===== src/cssel_pkg.sv =====
package cssel_pkg;

  // ==========================================================================
  // clock source select fuse codes
  localparam logic [3:0] CKSRC_EXT_CLK   = 4'h0;
  localparam logic [3:0] CKSRC_INT_RC_LO = 4'h1;
  localparam logic [3:0] CKSRC_INT_RC_HI = 4'h4;
  localparam logic [3:0] CKSRC_EXT_RC_LO = 4'h5;
  localparam logic [3:0] CKSRC_EXT_RC_HI = 4'h8;
  localparam logic [3:0] CKSRC_LF_XTAL   = 4'h9;

  // ==========================================================================
  // startup time select codes
  localparam logic [1:0] SUT_00 = 2'h0;
  localparam logic [1:0] SUT_01 = 2'h1;
  localparam logic [1:0] SUT_10 = 2'h2;
  localparam logic [1:0] SUT_11 = 2'h3;

  // ==========================================================================
  // start-up counts in source clocks, reset delay counts in watchdog cycles
  localparam int SU_CK_6   = 6;
  localparam int SU_CK_18  = 18;
  localparam int SU_CK_1K  = 1024;
  localparam int SU_CK_32K = 32768;
  localparam int DLY_CK_4K  = 4096;
  localparam int DLY_CK_64K = 65536;

  // ==========================================================================
  // timing: watchdog oscillator timebase derived from the system clock
  localparam int CLK_PERIOD_NS     = 10;
  localparam int WDT_OSC_PERIOD_NS = 1000;
  localparam int WDT_DIV           = WDT_OSC_PERIOD_NS / CLK_PERIOD_NS;

  // ==========================================================================
  // register map
  localparam logic [3:0] REG_TRIM   = 4'h0;
  localparam logic [3:0] REG_STATUS = 4'h1;
  localparam logic [3:0] REG_FUSE   = 4'h2;
  localparam logic [7:0] TRIM_RST   = 8'h00;

  // status register fields
  localparam int ST_READY_BIT = 0;
  localparam int ST_RSVD_BIT  = 1;
  localparam int ST_MODE_LSB  = 2;
  localparam int ST_WAKE_BIT  = 5;
  localparam int ST_SLEEP_BIT = 6;
  localparam int ST_RDLY_BIT  = 7;

  typedef enum logic [2:0] {
    SRC_EXT_CLK,
    SRC_INT_RC,
    SRC_EXT_RC,
    SRC_LF_XTAL,
    SRC_XTAL
  } cssel_src_t;

endpackage : cssel_pkg


===== src/cssel_tick_div.sv =====
`timescale 1ns/100ps
`default_nettype none

// one-cycle enable every DIV clocks
module cssel_tick_div #(
  parameter int DIV = 100
) (
  input  wire logic clock_i,
  input  wire logic nrst_i,
  output logic      tick_o
);

  localparam int W = (DIV > 1) ? $clog2(DIV) : 1;
  localparam logic [W-1:0] LAST = W'(DIV - 1);

  logic [W-1:0] cnt_ff;
  logic [W-1:0] nxt_cnt;
  logic         wrap;

  assign wrap    = (cnt_ff == LAST);
  assign nxt_cnt = wrap ? '0 : cnt_ff + W'(1);
  assign tick_o  = wrap;

  always_ff @(posedge clock_i or negedge nrst_i) begin
    if (!nrst_i) begin
      cnt_ff <= '0;
    end else begin
      cnt_ff <= nxt_cnt;
    end
  end

endmodule : cssel_tick_div

`default_nettype wire


===== src/cssel_down_cnt.sv =====
`timescale 1ns/100ps
`default_nettype none

// loadable down counter, steps on tick, parks at zero
module cssel_down_cnt #(
  parameter int W = 17
) (
  input  wire logic         clock_i,
  input  wire logic         nrst_i,
  input  wire logic         load_i,
  input  wire logic [W-1:0] load_val_i,
  input  wire logic         tick_i,
  output logic              done_o,
  output logic [W-1:0]      count_o
);

  logic [W-1:0] cnt_ff;
  logic [W-1:0] nxt_cnt;

  assign nxt_cnt = load_i ? load_val_i :
                   (tick_i && (cnt_ff != '0)) ? cnt_ff - W'(1) : cnt_ff;
  assign done_o  = (cnt_ff == '0) && !load_i;
  assign count_o = cnt_ff;

  always_ff @(posedge clock_i or negedge nrst_i) begin
    if (!nrst_i) begin
      cnt_ff <= '0;
    end else begin
      cnt_ff <= nxt_cnt;
    end
  end

endmodule : cssel_down_cnt

`default_nettype wire


===== src/cssel_clock_source_startup_select.sv =====
// Operation
// - fuse code 1001 selects the low-frequency watch crystal source
// - watch crystal: 1K or 32K start-up, 4.1ms/65ms delay, select 11 reserved
// - codes 0101..1000 select external RC, one of four frequency ranges
// - external RC: 18 clocks with none/4.1ms/65ms delay, 11 gives 6 clocks+4.1ms
// - codes 0001..0100 select internal RC at 1, 2, 4 or 8 MHz
// - every reset loads factory calibration byte into the trim register
// - internal RC: 6 clocks with none/4.1ms/65ms delay, select 11 reserved
// - watchdog and reset delay always run from the watchdog oscillator
// - trim zero is slowest, larger is faster, ff is fastest
// - trim 00/7f/ff give 50-100, 75-150, 100-200 percent of nominal
// - fuse code 0000 selects the external clock on the crystal input pin
// - external clock: 6 clocks with none/4.1ms/65ms delay, 11 reserved
// - internal RC frees both crystal pins for gpio or timer oscillator
// - reset delay counts 4K or 64K watchdog cycles
// - wake from power-down/save counts source clocks before resuming
//
// The address map and strobed register access were chosen for this implementation.
`timescale 1ns/100ps
`default_nettype none

module cssel_clock_source_startup_select #(
  parameter int SU_LONG_CK    = cssel_pkg::SU_CK_32K,
  parameter int DLY_SHORT_CK  = cssel_pkg::DLY_CK_4K,
  parameter int DLY_LONG_CK   = cssel_pkg::DLY_CK_64K,
  parameter int WDT_DIV       = cssel_pkg::WDT_DIV,
  parameter int CNT_W         = 17,
  parameter int ADDR_W        = 4
) (
  input  wire logic              clock_i,
  input  wire logic              nrst_i,
  input  wire logic [3:0]        clock_source_select_i,
  input  wire logic [1:0]        startup_time_select_i,
  input  wire logic [7:0]        factory_trim_i,
  input  wire logic              source_tick_i,
  input  wire logic              sleep_req_i,
  input  wire logic              wake_req_i,
  input  wire logic [ADDR_W-1:0] reg_addr_i,
  input  wire logic [7:0]        reg_wdata_i,
  input  wire logic              reg_wr_i,
  input  wire logic              reg_rd_i,
  output logic      [7:0]        reg_rdata_o,
  output logic                   core_clk_en_o,
  output logic      [7:0]        trim_value_o,
  output logic      [2:0]        source_mode_o,
  output logic      [1:0]        freq_range_o,
  output logic                   xtal_pins_free_o,
  output logic                   wdt_tick_o,
  output logic                   cfg_reserved_o
);

  // ==========================================================================
  // state
  // sample and load each last one cycle after reset
  typedef enum logic [2:0] {
    ST_SAMPLE,
    ST_LOAD,
    ST_RESET_WAIT,
    ST_RUN,
    ST_SLEEP,
    ST_WAKE
  } cssel_state_t;

  // one width for every count, sized by the 64K reset delay
  localparam logic [CNT_W-1:0] CNT_NONE  = '0;
  localparam logic [CNT_W-1:0] CNT_6     = CNT_W'(cssel_pkg::SU_CK_6);
  localparam logic [CNT_W-1:0] CNT_18    = CNT_W'(cssel_pkg::SU_CK_18);
  localparam logic [CNT_W-1:0] CNT_1K    = CNT_W'(cssel_pkg::SU_CK_1K);
  localparam logic [CNT_W-1:0] CNT_32K   = CNT_W'(SU_LONG_CK);
  localparam logic [CNT_W-1:0] CNT_DLY_S = CNT_W'(DLY_SHORT_CK);
  localparam logic [CNT_W-1:0] CNT_DLY_L = CNT_W'(DLY_LONG_CK);

  cssel_state_t state_ff;
  cssel_state_t nxt_state;

  logic [3:0]  clock_source_select_ff;
  logic [1:0]  sut_ff;
  logic [7:0]  trim_ff;
  logic [7:0]  nxt_trim;
  logic [7:0]  rdata_ff;
  logic [7:0]  nxt_rdata;

  // ==========================================================================
  // source decode from the sampled fuses
  logic is_ext_clk;
  logic is_int_rc;
  logic is_ext_rc;
  logic is_lf_xtal;
  logic is_xtal;
  cssel_pkg::cssel_src_t src_mode;

  assign is_ext_clk = (clock_source_select_ff == cssel_pkg::CKSRC_EXT_CLK);
  assign is_int_rc  = (clock_source_select_ff >= cssel_pkg::CKSRC_INT_RC_LO) &&
                      (clock_source_select_ff <= cssel_pkg::CKSRC_INT_RC_HI);
  assign is_ext_rc  = (clock_source_select_ff >= cssel_pkg::CKSRC_EXT_RC_LO) &&
                      (clock_source_select_ff <= cssel_pkg::CKSRC_EXT_RC_HI);
  assign is_lf_xtal = (clock_source_select_ff == cssel_pkg::CKSRC_LF_XTAL);
  // the rest are high-frequency crystal codes, not built here and flagged
  assign is_xtal    = !(is_ext_clk || is_int_rc || is_ext_rc || is_lf_xtal);

  assign src_mode = is_ext_clk ? cssel_pkg::SRC_EXT_CLK :
                    is_int_rc  ? cssel_pkg::SRC_INT_RC  :
                    is_ext_rc  ? cssel_pkg::SRC_EXT_RC  :
                    is_lf_xtal ? cssel_pkg::SRC_LF_XTAL : cssel_pkg::SRC_XTAL;

  // range index: ext rc band or internal rc nominal 1/2/4/8 MHz
  logic [3:0] int_rc_idx;
  logic [3:0] ext_rc_idx;

  assign int_rc_idx = clock_source_select_ff - cssel_pkg::CKSRC_INT_RC_LO;
  assign ext_rc_idx = clock_source_select_ff - cssel_pkg::CKSRC_EXT_RC_LO;
  assign freq_range_o = is_int_rc ? int_rc_idx[1:0] :
                        is_ext_rc ? ext_rc_idx[1:0] : 2'h0;

  // crystal pins are only released when nothing external clocks the chip
  assign xtal_pins_free_o = is_int_rc;

  // ==========================================================================
  // start-up and reset delay selection
  logic [CNT_W-1:0] su_cnt;
  logic [CNT_W-1:0] dly_cnt;
  logic             cfg_rsvd;

  // reserved and unsupported selections fall back to the slowest setting
  // of the mode so a mis-programmed part still starts conservatively
  always_comb begin
    su_cnt   = CNT_6;
    dly_cnt  = CNT_DLY_L;
    cfg_rsvd = 1'b0;
    case (src_mode)
      cssel_pkg::SRC_LF_XTAL: begin
        case (sut_ff)
          cssel_pkg::SUT_00: begin
            su_cnt  = CNT_1K;
            dly_cnt = CNT_DLY_S;
          end
          cssel_pkg::SUT_01: begin
            su_cnt  = CNT_1K;
            dly_cnt = CNT_DLY_L;
          end
          cssel_pkg::SUT_10: begin
            su_cnt  = CNT_32K;
            dly_cnt = CNT_DLY_L;
          end
          default: begin
            su_cnt   = CNT_32K;
            cfg_rsvd = 1'b1;
          end
        endcase
      end
      cssel_pkg::SRC_EXT_RC: begin
        su_cnt = CNT_18;
        case (sut_ff)
          cssel_pkg::SUT_00: dly_cnt = CNT_NONE;
          cssel_pkg::SUT_01: dly_cnt = CNT_DLY_S;
          cssel_pkg::SUT_10: dly_cnt = CNT_DLY_L;
          default: begin
            su_cnt  = CNT_6;
            dly_cnt = CNT_DLY_S;
          end
        endcase
      end
      cssel_pkg::SRC_INT_RC,
      cssel_pkg::SRC_EXT_CLK: begin
        su_cnt = CNT_6;
        case (sut_ff)
          cssel_pkg::SUT_00: dly_cnt = CNT_NONE;
          cssel_pkg::SUT_01: dly_cnt = CNT_DLY_S;
          cssel_pkg::SUT_10: dly_cnt = CNT_DLY_L;
          default:           cfg_rsvd = 1'b1;
        endcase
      end
      default: begin
        su_cnt   = CNT_32K;
        cfg_rsvd = 1'b1;
      end
    endcase
  end

  // ==========================================================================
  // counters: start-up on source clocks, reset delay on watchdog ticks
  logic su_load;
  logic dly_load;
  logic su_done;
  logic dly_done;
  logic wdt_tick;

  // watchdog timebase is independent of the chosen system source
  cssel_tick_div #(
    .DIV (WDT_DIV)
  ) u_wdt_div (
    .clock_i (clock_i),
    .nrst_i  (nrst_i),
    .tick_o  (wdt_tick)
  );

  assign wdt_tick_o = wdt_tick;

  // a wake reloads only the start-up counter, the reset delay never reruns
  assign su_load  = (state_ff == ST_LOAD) ||
                    ((state_ff == ST_SLEEP) && wake_req_i);
  assign dly_load = (state_ff == ST_LOAD);

  cssel_down_cnt #(
    .W (CNT_W)
  ) u_startup_cnt (
    .clock_i    (clock_i),
    .nrst_i     (nrst_i),
    .load_i     (su_load),
    .load_val_i (su_cnt),
    .tick_i     (source_tick_i),
    .done_o     (su_done),
    .count_o    ()
  );

  cssel_down_cnt #(
    .W (CNT_W)
  ) u_reset_dly_cnt (
    .clock_i    (clock_i),
    .nrst_i     (nrst_i),
    .load_i     (dly_load),
    .load_val_i (dly_cnt),
    .tick_i     (wdt_tick),
    .done_o     (dly_done),
    .count_o    ()
  );

  // ==========================================================================
  // sequencing
  // sleep or wake requests outside their own state are ignored
  always_comb begin
    nxt_state = state_ff;
    case (state_ff)
      ST_SAMPLE:     nxt_state = ST_LOAD;
      ST_LOAD:       nxt_state = ST_RESET_WAIT;
      ST_RESET_WAIT: begin
        if (su_done && dly_done) begin
          nxt_state = ST_RUN;
        end
      end
      ST_RUN: begin
        if (sleep_req_i) begin
          nxt_state = ST_SLEEP;
        end
      end
      ST_SLEEP: begin
        if (wake_req_i) begin
          nxt_state = ST_WAKE;
        end
      end
      ST_WAKE: begin
        if (su_done) begin
          nxt_state = ST_RUN;
        end
      end
      default:       nxt_state = ST_SAMPLE;
    endcase
  end

  assign core_clk_en_o = (state_ff == ST_RUN);

  always_ff @(posedge clock_i or negedge nrst_i) begin
    if (!nrst_i) begin
      state_ff <= ST_SAMPLE;
    end else begin
      state_ff <= nxt_state;
    end
  end

  // fuses are captured once, in the first cycle after reset release
  always_ff @(posedge clock_i or negedge nrst_i) begin
    if (!nrst_i) begin
      clock_source_select_ff <= cssel_pkg::CKSRC_INT_RC_LO;
      sut_ff   <= cssel_pkg::SUT_10;
    end else if (state_ff == ST_SAMPLE) begin
      clock_source_select_ff <= clock_source_select_i;
      sut_ff   <= startup_time_select_i;
    end
  end

  // ==========================================================================
  // register port
  logic trim_sel;
  logic status_sel;
  logic fuse_sel;
  logic [7:0] status_val;
  logic [7:0] fuse_val;
  logic       trim_wr;

  assign trim_sel   = (reg_addr_i == ADDR_W'(cssel_pkg::REG_TRIM));
  assign status_sel = (reg_addr_i == ADDR_W'(cssel_pkg::REG_STATUS));
  assign fuse_sel   = (reg_addr_i == ADDR_W'(cssel_pkg::REG_FUSE));
  // writes to status, fuse and unmapped offsets are dropped
  assign trim_wr    = reg_wr_i && trim_sel;

  // live views only, no status bit is sticky
  always_comb begin
    status_val = 8'h00;
    status_val[cssel_pkg::ST_READY_BIT] = core_clk_en_o;
    status_val[cssel_pkg::ST_RSVD_BIT]  = cfg_rsvd;
    status_val[cssel_pkg::ST_MODE_LSB +: 3] = src_mode;
    status_val[cssel_pkg::ST_WAKE_BIT]  = (state_ff == ST_WAKE);
    status_val[cssel_pkg::ST_SLEEP_BIT] = (state_ff == ST_SLEEP);
    status_val[cssel_pkg::ST_RDLY_BIT]  = (state_ff == ST_RESET_WAIT) && !dly_done;
  end

  assign fuse_val = {2'h0, sut_ff, clock_source_select_ff};

  // factory byte overrides any write in the sample cycle; trim only
  // shifts frequency monotonically, the oscillator itself gives the range
  assign nxt_trim = (state_ff == ST_SAMPLE) ? factory_trim_i :
                    trim_wr                 ? reg_wdata_i : trim_ff;

  // zero except in the cycle after a read strobe
  assign nxt_rdata = !reg_rd_i  ? 8'h00      :
                     trim_sel   ? trim_ff    :
                     status_sel ? status_val :
                     fuse_sel   ? fuse_val   : 8'h00;

  always_ff @(posedge clock_i or negedge nrst_i) begin
    if (!nrst_i) begin
      trim_ff  <= cssel_pkg::TRIM_RST;
      rdata_ff <= 8'h00;
    end else begin
      trim_ff  <= nxt_trim;
      rdata_ff <= nxt_rdata;
    end
  end

  // ==========================================================================
  // outputs
  assign reg_rdata_o    = rdata_ff;
  assign trim_value_o   = trim_ff;
  assign source_mode_o  = src_mode;
  assign cfg_reserved_o = cfg_rsvd;

endmodule : cssel_clock_source_startup_select

`default_nettype wire


===== config.mk =====
export PLATFORM = sky130hd
export DESIGN_NAME = cssel_clock_source_startup_select
export DESIGN_NICKNAME = d
export VERILOG_FILES = /design/src/cssel_pkg.sv /design/src/cssel_tick_div.sv /design/src/cssel_down_cnt.sv /design/src/cssel_clock_source_startup_select.sv
export SDC_FILE = /design/constraint.sdc
export NUM_CORES = 1
export LEC_CHECK = 0
export BUFFER_PORTS_ARGS = -buffer_cell sky130_fd_sc_hd__buf_2
export CELL_PAD_IN_SITES_DETAIL_PLACEMENT = 0
export CELL_PAD_IN_SITES_GLOBAL_PLACEMENT = 1
export CORE_MARGIN = 2
export CORE_UTILIZATION = 43
export CTS_BUF_LIST = sky130_fd_sc_hd__clkbuf_16
export DETAILED_ROUTE_END_ITERATION = 6
export PLACE_DENSITY = 0.76
export SETUP_SLACK_MARGIN = 0.3
export SLEW_MARGIN = 10
export SYNTH_ARGS = -nofsm -noshare
export SYNTH_HDL_FRONTEND = slang
export SYNTH_SLANG_ARGS = --single-unit

===== constraint.sdc =====
create_clock -name clock_i -period 2.88 [get_ports clock_i]
set_input_delay 0.144 -clock clock_i [delete_from_list [all_inputs] [get_ports clock_i]]
set_output_delay 0.144 -clock clock_i [all_outputs]
set_load 0.005 [all_outputs]

==> summary.md, run 1 <==
| Metric | Value |
|---|---|
| CTS Sinks | 66 |
| Global Route Usage Sum | 0.195 |
| Kind of critical path | flop to flop |
| Max H-tree Level | 3 |
| Vias in the first global route | 2844 |
| Fin crit period | 2.36 ns |
| Core ar. | 8260 um^2 |
| Max Slew Vio Count | 0 |
| CP required | 3.09 ns |
| Most common cell after layout, fill and taps aside | dfrtp_1 |
| Placed insts | 550 |
| DRC viols | 0 |
| Fin. Hold Viols | 0 |
| Mapped Cells | 405 |
| Critical path's top delay family | simple AND/OR/NAND/NOR gates |
| Buf+Inv Stages, Crit Path | 1 |
| I/O pin total | 58 |
| Avg Cell Area, Syn | 9.10 um^2 |
| Area grow syn2layout | 17.8% |
| Crit path from | u_startup_cnt.count_o[0] |
| Reg power frac | 0.364 |
| Clock skew | 0.00470 ns |
| Routed vias | 3120 |
| Crit path cell chain | inv_1, ha_1, nor4b_2, or4b_4, o21a_4, a31oi_1, o22ai_1 |
| Overall Power | 4.08 mW |
| Clock transition at the registers of the reported paths | 0.06 ns |
| Library cells used by synthesis | 57 |
| Vias per cell | 5.50 |
| Fin worst setup slack | 0.517 ns |
| Synthesis warning total | 0 |
| Sequential share of the synthesized area | 0.449 |
| CP endpoint | u_startup_cnt.count_o[2] |
| Placed Area | 4070 um^2 |
| Final wirelength | 8510 um |
| Pwr/cell area | 941 nW/um^2 |
| Number of DRC markers in iteration 0 | 155 |
| Avg WL per Cell | 15.0 um |
| Crit path DAT | 2.57 ns |
| DRT Pass-1 Iters | 4 |
| Peak supply drop | 0.000648 V |
| Die Span Y | 96.6 um |
| Slew HR | 0.449 |
| Maximum clock frequency | 423 MHz |
| Die X | 96.6 um |
| Setup violators final | 0 |
| Crit. End Element | flop |
| Internal Power | 2.45 mW |
| Port bufs | 57 |
| Die footprint | 9320 um^2 |
| Share of layout cells above drive strength 1 | 0.208 |
| Max cap viols | 0 |
| Reg2reg end | u_startup_cnt.count_o[2] |
| Status | completed |
| Gpl congestion | 0.815 |
| Startpoint types | flop |
| Post-synth EDFFs | 0 |
| First-pass GRT wire length | 13900 um |
| Worst r2r src | u_startup_cnt.count_o[0] |
| Routed Antenna Nets | 0 |
| Synthesized flop and latch total | 66 |
| Worst Tran Pin Value | 0.827 ns |
| Top_reg_cell synth | dfrtp_1 |
| Worst R2R Setup Slack | 0.52 ns |
| Total negative slack | 0 ns |
| Clock Latency Late Sink | 0.33 ns |
| Clk buf depth | 2 |
| Fin area | 4340 um^2 |
| R2R cell count | 7 |
| Mapped Area | 3680 um^2 |
| Num rows | 33 |
| Power share of the clock group | 0.237 |
| Pin count of the biggest net entering global routing | 38 |
| Final Instance Count excl. Fillers | 567 |
| Most frequent cells in the layout | dfrtp_1 (64), nor2_1 (63), buf_2 (57) |
| TritonCTS clock tree | done |
| Levels on crit path | 7 |
| Syn Nets | 444 |
| Fin nets | 496 |
| GRT overflow | 0 |
| CP max stage cell | or4b_4 |
| Ys async rst share | 1.00 |
| CTS root buf | clkbuf_16 |
| Final HPWL DP | 6060 um |
| Num CTS Buffers | 9 |
| Initial antenna violation count | 0 |
| RSZ-0062 raised after global routing | false |
| Comb power frac | 0.399 |
| Fin crit share | 0.821 |
| Static Leakage | 2.03 nW |
| # diodes | 0 |
| Starting Density | 0.446 |
| Post-CTS Setup Inserts | 0 |
| CP Max Fanout | 7 |
| Pre-CTS setup slack | 0.547 ns |
| Worst path max stage delay | 0.55 ns |
| Psw | 1.63 mW |
| Switching Fraction | 0.399 |
| HP Start | reg_addr_i[0] |
| HP Class | primary input to flop |
[worst min-delay path by stage]
| stage | cells after the start | slack (ns) | endpoint |
|---|---|---|---|
| 3_5_place_dp | 1 | 0.25 | u_startup_cnt.count_o[14] |
| 4_1_cts | 2 | 0.03 | reg_rdata_o[5] |
| 6_report | 2 | 0.04 | reg_rdata_o[5] |
| 5_1_grt | 2 | 0.04 | sut_ff[0] |
| 2_1_floorplan | 0 | -0.15 | clock_source_select_ff[1] |
| 3_3_place_gp | 1 | 0.25 | u_startup_cnt.count_o[14] |
[repair_timing]
item | in CTS | in global routing
hold buffers | 1 | 0
endpoints found under the setup margin | 0 | 1
endpoints found under the hold margin | 29 | 0
resized for setup | 0 | 1
[cell families after synthesis]
logic type | share of synthesized area
XOR/XNOR | 0.0523
buffers and inverters | 0.0370
adder cells (fa/ha/maj) | 0.0204
AO/OA/AOI/OAI | 0.160
multiplexers | 0.0482
flip-flops | 0.449
AND/OR/NAND/NOR | 0.233
[per-stage QoR]
stage	util	hold WS [ns]
2_1_floorplan	-	-0.152
3_3_place_gp	0.492	0.249
3_5_place_dp	0.492	0.255
4_1_cts	0.525	0.0307
6_report	0.525	0.0377
5_1_grt	0.525	0.0420
[flip-flops by register name (all words and copies together) (netlist names)]
register,flops
trim_value_o,8
reg_rdata_o,8
u_reset_dly_cnt.count_o,17
u_wdt_div.cnt_ff,7
sut_ff,2
state_ff,3
u_startup_cnt.count_o,17
clock_source_select_ff,4
[worst reg2reg max path, delay by kind of cell (launching register included)]
family          cells  cell delay, ns
compound gates      3            0.53
fa+ha+maj           1            0.21
buf+inv             1            0.07
flops               1            0.40
simple gates        2            1.03
[layer usage]
metal	GRT usage	part of all wire
met1	0.272	0.48
met2	0.302	0.47
met3	0.0372	0.033
met4	0.0739	0.014
met5	0	0
[cells in the mapped netlist (3+ instances only)]
library cell	number	share of area
clkbuf_1	21	0.021
nand3_1	9	0.012
xor2_1	6	0.014
a21o_1	3	0.0061
o31ai_1	5	0.010
nand2_1	29	0.030
and2_1	5	0.0085
nand4_1	7	0.012
o21ai_0	10	0.014
o22ai_1	3	0.0051
o211ai_1	4	0.0082
xnor2_1	16	0.038
nand3b_1	3	0.0061
mux2i_1	11	0.030
a21oi_1	35	0.048
a31oi_1	3	0.0051
ha_1	6	0.020
mux2_2	6	0.018
nor3_1	9	0.012
nor2b_1	5	0.0085
or3_1	6	0.010
nor4_1	7	0.012
dfrtp_1	64	0.43
inv_1	14	0.014
nor2_1	63	0.064
or4_1	7	0.014
a2111oi_0	6	0.014
nand4b_1	3	0.0071
a211oi_1	3	0.0061
[area by class of cell]
class	instances	area, um^2
clock buffer	9	225
clock inverter	7	36.3
fill	812	3920
inverter	14	52.6
multi-input combinational	303	1890
sequential	66	1650
tap	105	131
timing repair buffer	63	345
[power groups by stage]
stage	sequential [mW]	clock (mW)	combinational, mW
after floorplan	1.35	0	1.28
after detailed placement	1.50	0	1.63
after CTS	1.49	0.989	1.64
after global routing	1.53	1.05	1.84
after global placement	1.50	0	1.62
final	1.49	0.969	1.63
No activity file was read; power rests on OpenSTA's default activity.
==> run 2, diff against run 1 <==
==> constraint.sdc (replaced) <==
create_clock -name clock_i -period 2.45 [get_ports clock_i]
set_input_delay 0.1225 -clock clock_i [delete_from_list [all_inputs] [get_ports clock_i]]
set_output_delay 0.1225 -clock clock_i [all_outputs]
set_load 0.005 [all_outputs]
==> summary.md, run 2 (synthesis results as in run 1) <==
| Metric | Value |
|---|---|
| CP required | 2.70 ns (-0.39 ns) |
| Initial antenna violation count | 0 (unchanged) |
| Final Instance Count excl. Fillers | 581 (+2.5%) |
| DRC viols | 0 (unchanged) |
| Share of layout cells above drive strength 1 | 0.254 (+0.0464) |
| Vias in the first global route | 2984 (+4.9%) |
| First-pass GRT wire length | 14400 um (+3.7%) |
| Starting Density | 0.446 (unchanged) |
| Kind of critical path | flop to flop |
| Slew HR | 0.458 (+0.00966) |
| Maximum clock frequency | 472 MHz (+12%) |
| Core ar. | 8260 um^2 (unchanged) |
| Hold Slack | 0.0244 ns (-0.0133 ns) |
| DRT Pass-1 Iters | 4 (unchanged) |
| Port bufs | 57 (unchanged) |
| Crit path DAT | 2.37 ns (-0.20 ns) |
| Peak supply drop | 0.000781 V (+21%) |
| Max Slew Vio Count | 0 (unchanged) |
| Routed vias | 3215 (+3.0%) |
| GRT overflow | 0 (unchanged) |
| Final HPWL DP | 6160 um (+1.7%) |
| HP Class | primary input to flop |
| Routed Antenna Nets | 0 (unchanged) |
| Fin area | 4550 um^2 (+4.9%) |
| CP Max Fanout | 6 (-1) |
| Pin count of the biggest net entering global routing | 35 (-7.9%) |
| Number of DRC markers in iteration 0 | 112 (-28%) |
| Setup violators final | 0 (unchanged) |
| Avg WL per Cell | 15.4 um (+2.8%) |
| Fin crit share | 0.865 (+0.0440) |
| RSZ-0062 raised after global routing | true |
| Final wirelength | 8970 um (+5.4%) |
| Placed Area | 4090 um^2 (+0.62%) |
| Most common cell after layout, fill and taps aside | dfrtp_1 |
| Pwr/cell area | 1120 nW/um^2 (+19%) |
| Overall Power | 5.07 mW (+24%) |
| Total negative slack | 0 ns (unchanged) |
| Area grow syn2layout | 23.5% |
| Worst Tran Pin Value | 0.813 ns (-0.0145 ns) |
| I/O pin total | 58 (unchanged) |
| Die footprint | 9320 um^2 (unchanged) |
| Vias per cell | 5.53 (+0.56%) |
| Post-layout util | 0.551 (+0.0256) |
| Startpoint types | flop |
| Status | completed |
| Pre-CTS setup slack | 0.187 ns (-0.360 ns) |
| # diodes | 0 (unchanged) |
| CTS Sinks | 66 (unchanged) |
| Placed insts | 555 (+0.91%) |
| Clock transition at the registers of the reported paths | 0.05 ns (about the same) |
| Clock Latency Late Sink | 0.33 ns (about the same) |
| Crit. End Element | flop |
| Num CTS Buffers | 9 (unchanged) |
| Fin crit period | 2.12 ns (-0.245 ns) |
| Max H-tree Level | 3 (unchanged) |
| Max cap viols | 0 (unchanged) |
| Num rows | 33 (unchanged) |
| Fin nets | 510 (+2.8%) |
| TritonCTS clock tree | done |
| Gpl congestion | 0.807 (-0.92%) |
| Fin. Hold Viols | 0 (unchanged) |
| Clk buf depth | 2 (unchanged) |
| Fin worst setup slack | 0.332 ns (-0.185 ns) |
| Most frequent cells in the layout | dfrtp_1 (64), nor2_1 (63), buf_2 (57) |
| CTS root buf | clkbuf_16 |
| Die Span Y | 96.6 um (unchanged) |
| Global Route Usage Sum | 0.203 (+0.00733) |
| Clock skew | 0.00833 ns (+0.00362 ns) |
| Die X | 96.6 um (unchanged) |
| Static Leakage | 2.13 nW (+5.1%) |
-- run 2: cell count changes in the layout (fill, tap and decap cells not counted), moves of 2 or more --
cell	previous run	this run
ha_1	6	4
nor4b_4	0	2
buf_4	4	18
a2111oi_2	0	2
clkinv_2	5	2
inv_1	14	18
nor4_2	0	2
nor4_1	7	5
-- run 2: worst paths after layout --
kind / startpoint / endpoint / slack [ns] / cells past startpoint
min reg2reg: u_wdt_div.cnt_ff[0] / u_wdt_div.cnt_ff[0] / 0.50 / 1
max reg2reg: u_reset_dly_cnt.count_o[0] / u_reset_dly_cnt.count_o[13] / 0.33 / 8
max in group asynchronous: nrst_i / u_startup_cnt.count_o[5] / 1.23 / 3
min: reg_addr_i[0] / reg_rdata_o[5] / 0.02 / 2
max: u_reset_dly_cnt.count_o[0] / u_reset_dly_cnt.count_o[13] / 0.33 / 8
min in group asynchronous: nrst_i / u_wdt_div.cnt_ff[4] / 0.42 / 2
-- run 2: metal layers --
layer  part of all wire  global-route usage  up-vias
met2               0.47               0.321       58
met4              0.015              0.0810        0
met1               0.48               0.271     1564
li1                   -                   -     1583
met5                  0                   0        -
met3              0.036              0.0434       10
-- run 2: area by class of cell --
class / instances / area, um^2
Sequential cell: 66 / 1650
Clock buffer: 9 / 225
Inverter: 14 / 52.6
Multi-Input combinational cell: 303 / 1990
Tap cell: 105 / 131
Clock inverter: 7 / 55.1
Timing Repair Buffer: 77 / 442
Fill cell: 778 / 3710
-- run 2: timing repair --
action | 4_1_cts | 5_1_grt
setup endpoints to repair | 14 | 19
hold endpoints to repair | 30 | 0
hold buffers | 1 | 0
setup buffers | 1 | 8
pin swaps | 0 | 8
cloned | 0 | 0
gates resized for setup | 5 | 16
-- run 2: worst max-delay path, stage by stage (launching register included) --
cell and delay, ns:
dfrtp_1 0.34, inv_1 0.05, ha_1 0.21, nor3b_2 0.19, and4b_2 0.26, a211o_4 0.36
buf_4 0.15, or3_1 0.33, a21oi_1 0.14
-- run 2: power by group --
group | internal [mW] | switching [mW]
Combinational | 0.948 | 1.15
Clock | 0.768 | 0.438
Sequential | 1.38 | 0.392
Total | 3.09 | 1.98
==> run 3, diff against run 2 <==
--- a/config.mk
+++ b/config.mk
@@ -12,6 +12,7 @@
 export CORE_UTILIZATION = 43
 export CTS_BUF_LIST = sky130_fd_sc_hd__clkbuf_16
 export DETAILED_ROUTE_END_ITERATION = 6
+export MAX_ROUTING_LAYER = met4
 export PLACE_DENSITY = 0.76
 export SETUP_SLACK_MARGIN = 0.3
 export SLEW_MARGIN = 10
==> summary.md, run 3 (synthesis results as in run 1) <==
| Metric | Value |
|---|---|
| Fin crit period | 2.12 ns (+0.00460 ns) |
| Static Leakage | 2.13 nW (unchanged) |
| Clk buf depth | 2 (unchanged) |
| Top Usage Layer GRT | met2 |
| TritonCTS clock tree | done |
| Pwr/cell area | 1120 nW/um^2 (+0.10%) |
| M2 GR Usage | 0.322 (+0.00116) |
| # diodes | 0 (unchanged) |
| Fin crit share | 0.867 (+0.00188) |
| Die footprint | 9320 um^2 (unchanged) |
| Clock skew | 0.00909 ns (+0.000764 ns) |
| Global Route Usage Sum | 0.209 (+0.00646) |
| DRT Pass-1 Iters | 4 (unchanged) |
| Psw | 1.99 mW (+0.27%) |
| M3 GR Usage | 0.0504 (+0.00698) |
| Slew HR | 0.460 (+0.00194) |
| Clock Latency Late Sink | 0.33 ns (about the same) |
| Maximum clock frequency | 471 MHz (-0.22%) |
| Reg power frac | 0.348 (about the same) |
| Final Instance Count excl. Fillers | 581 (unchanged) |
| Crit path DAT | 2.37 ns (about the same) |
| Vias in the first global route | 2974 (-0.34%) |
| Peak supply drop | 0.000776 V (-0.67%) |
| Critical path's top delay family | simple AND/OR/NAND/NOR gates |
| M1 GR Usage | 0.271 (-0.000495) |
| CTS root buf | clkbuf_16 |
| Area grow syn2layout | 23.5% (unchanged) |
| Most frequent cells in the layout | dfrtp_1 (64), nor2_1 (63), buf_2 (57) |
| Hold Crit Depth | 2 (unchanged) |
| Buf+Inv Stages, Crit Path | 2 (unchanged) |
| Fin. Hold Viols | 0 (unchanged) |
| I/O pin total | 58 (unchanged) |
| Switching Fraction | 0.391 (+0.000639) |
| Fin area | 4550 um^2 (unchanged) |
| Die X | 96.6 um (unchanged) |
| Fill cells | 778 (unchanged) |
| Vias per cell | 5.56 (+0.47%) |
| Pin count of the biggest net entering global routing | 35 (unchanged) |
| Pre-CTS setup slack | 0.187 ns (unchanged) |
| Max H-tree Level | 3 (unchanged) |
| Worst path max stage delay | 0.36 ns (about the same) |
| Register area | 1650 um^2 (unchanged) |
| Most common cell after layout, fill and taps aside | dfrtp_1 |
| Number of DRC markers in iteration 0 | 101 (-9.8%) |
| Final wirelength | 9040 um (+0.80%) |
| Internal Power | 3.09 mW (about the same) |
| Setup violators final | 0 (unchanged) |
| Kind of critical path | flop to flop |
| Hold Slack | 0.0241 ns (-0.000310 ns) |
| DRC viols | 0 (unchanged) |
| Startpoint types | flop |
| Area of the multi-input gates | 1990 um^2 (unchanged) |
| Fin nets | 510 (unchanged) |
| Comb power frac | 0.415 (about the same) |
| Crit path cell chain | inv_1, ha_1, nor3b_2, and4b_2, a211o_4, buf_4, or3_1, a21oi_1 |
| Max cap viols | 0 (unchanged) |
| Share of layout cells above drive strength 1 | 0.254 (unchanged) |
| Routed vias | 3230 (+0.47%) |
| Core ar. | 8260 um^2 (unchanged) |
| Levels on crit path | 8 (unchanged) |
| First-pass GRT wire length | 14400 um (+0.19%) |
| Total negative slack | 0 ns (unchanged) |
| CTS Sinks | 66 (unchanged) |
| Max Slew Vio Count | 0 (unchanged) |
| Power share of the clock group | 0.237 (about the same) |
| Clock transition at the registers of the reported paths | 0.06 ns (about the same) |
| GRT overflow | 0 (unchanged) |
| Num CTS Buffers | 9 (unchanged) |
| CP Max Fanout | 6 (unchanged) |
| Placed Area | 4090 um^2 (unchanged) |
| R2R cell count | 8 (unchanged) |
| CP max stage cell | a211o_4 |
| Initial antenna violation count | 0 (unchanged) |
| Placed insts | 555 (unchanged) |
| Status | completed |
| Gpl congestion | 0.819 (+1.5%) |
| Port bufs | 57 (unchanged) |
| Final HPWL DP | 6160 um (unchanged) |
| Num rows | 33 (unchanged) |
| Fin worst setup slack | 0.327 ns (-0.00460 ns) |
| Crit. End Element | flop |
| Avg WL per Cell | 15.6 um (+0.80%) |
| Worst Tran Pin Value | 0.810 ns (-0.00292 ns) |
| HP Class | primary input to flop |
| Routed Antenna Nets | 0 (unchanged) |
| Starting Density | 0.446 (unchanged) |
| Die Span Y | 96.6 um (unchanged) |
| CP required | 2.70 ns (about the same) |
| RSZ-0062 raised after global routing | true |
-- run 3: cell counts in the layout (fill, tap and decap cells not counted) --
No cell type changed its count.
-- run 3: final timing paths --
check / start / endpoint / slack, ns
worst min register to register: u_wdt_div.cnt_ff[0] / u_wdt_div.cnt_ff[0] / 0.50
worst max register to register: u_reset_dly_cnt.count_o[0] / u_reset_dly_cnt.count_o[13] / 0.33
worst min-delay path: reg_addr_i[0] / reg_rdata_o[5] / 0.02
max in group asynchronous: nrst_i / u_startup_cnt.count_o[5] / 1.23
worst max-delay path: u_reset_dly_cnt.count_o[0] / u_reset_dly_cnt.count_o[13] / 0.33
min in group asynchronous: nrst_i / u_wdt_div.cnt_ff[4] / 0.42
-- run 3: layout make-up --
| class | count | share of cell area |
|---|---|---|
| multi-input combinational | 303 | 0.437 |
| sequential | 66 | 0.363 |
| timing repair buffer | 77 | 0.0971 |
| clock buffer | 9 | 0.0495 |
| tap | 105 | 0.0289 |
| clock inverter | 7 | 0.0121 |
| inverter | 14 | 0.0115 |
-- run 3: through the flow --
step / total power [mW] / util
detailed placement: 3.73 / 0.495
CTS: 4.97 / 0.534
global placement: 3.71 / 0.495
floorplan: 3.08 / -
finish: 5.08 / 0.551
global route: 5.47 / 0.551
-- run 3: power groups by stage --
stage          sequential (mW)  combinational [mW]  clock [mW]
2_1_floorplan             1.58                1.50           0
3_3_place_gp              1.76                1.95           0
3_5_place_dp              1.76                1.97           0
4_1_cts                   1.74                1.99        1.24
5_1_grt                   1.82                2.36        1.28
6_report                  1.77                2.11        1.21
-- run 3: worst register-to-register path, delay by kind of cell, from the launching register on --
kind	cells	cell delay [ns]
AND/OR/NAND/NOR	3	0.78
AO/OA/AOI/OAI	2	0.50
flip-flops	1	0.35
buffers and inverters	2	0.20
adder cells (fa/ha/maj)	1	0.21
-- run 3: routing by layer --
metal,wire length [um],up-vias
li1,-,1582
met1,4260,1561
met5,0,-
met3,367,10
met4,83,0
met2,4330,77
-- run 3: what timing repair did --
action                                 4_1_cts  5_1_grt
setup endpoints to repair                   14       19
resized for setup                            5       16
hold buffers                                 1        0
endpoints found under the hold margin       30        0
pin swaps                                    0        8
setup buffers                                1        8
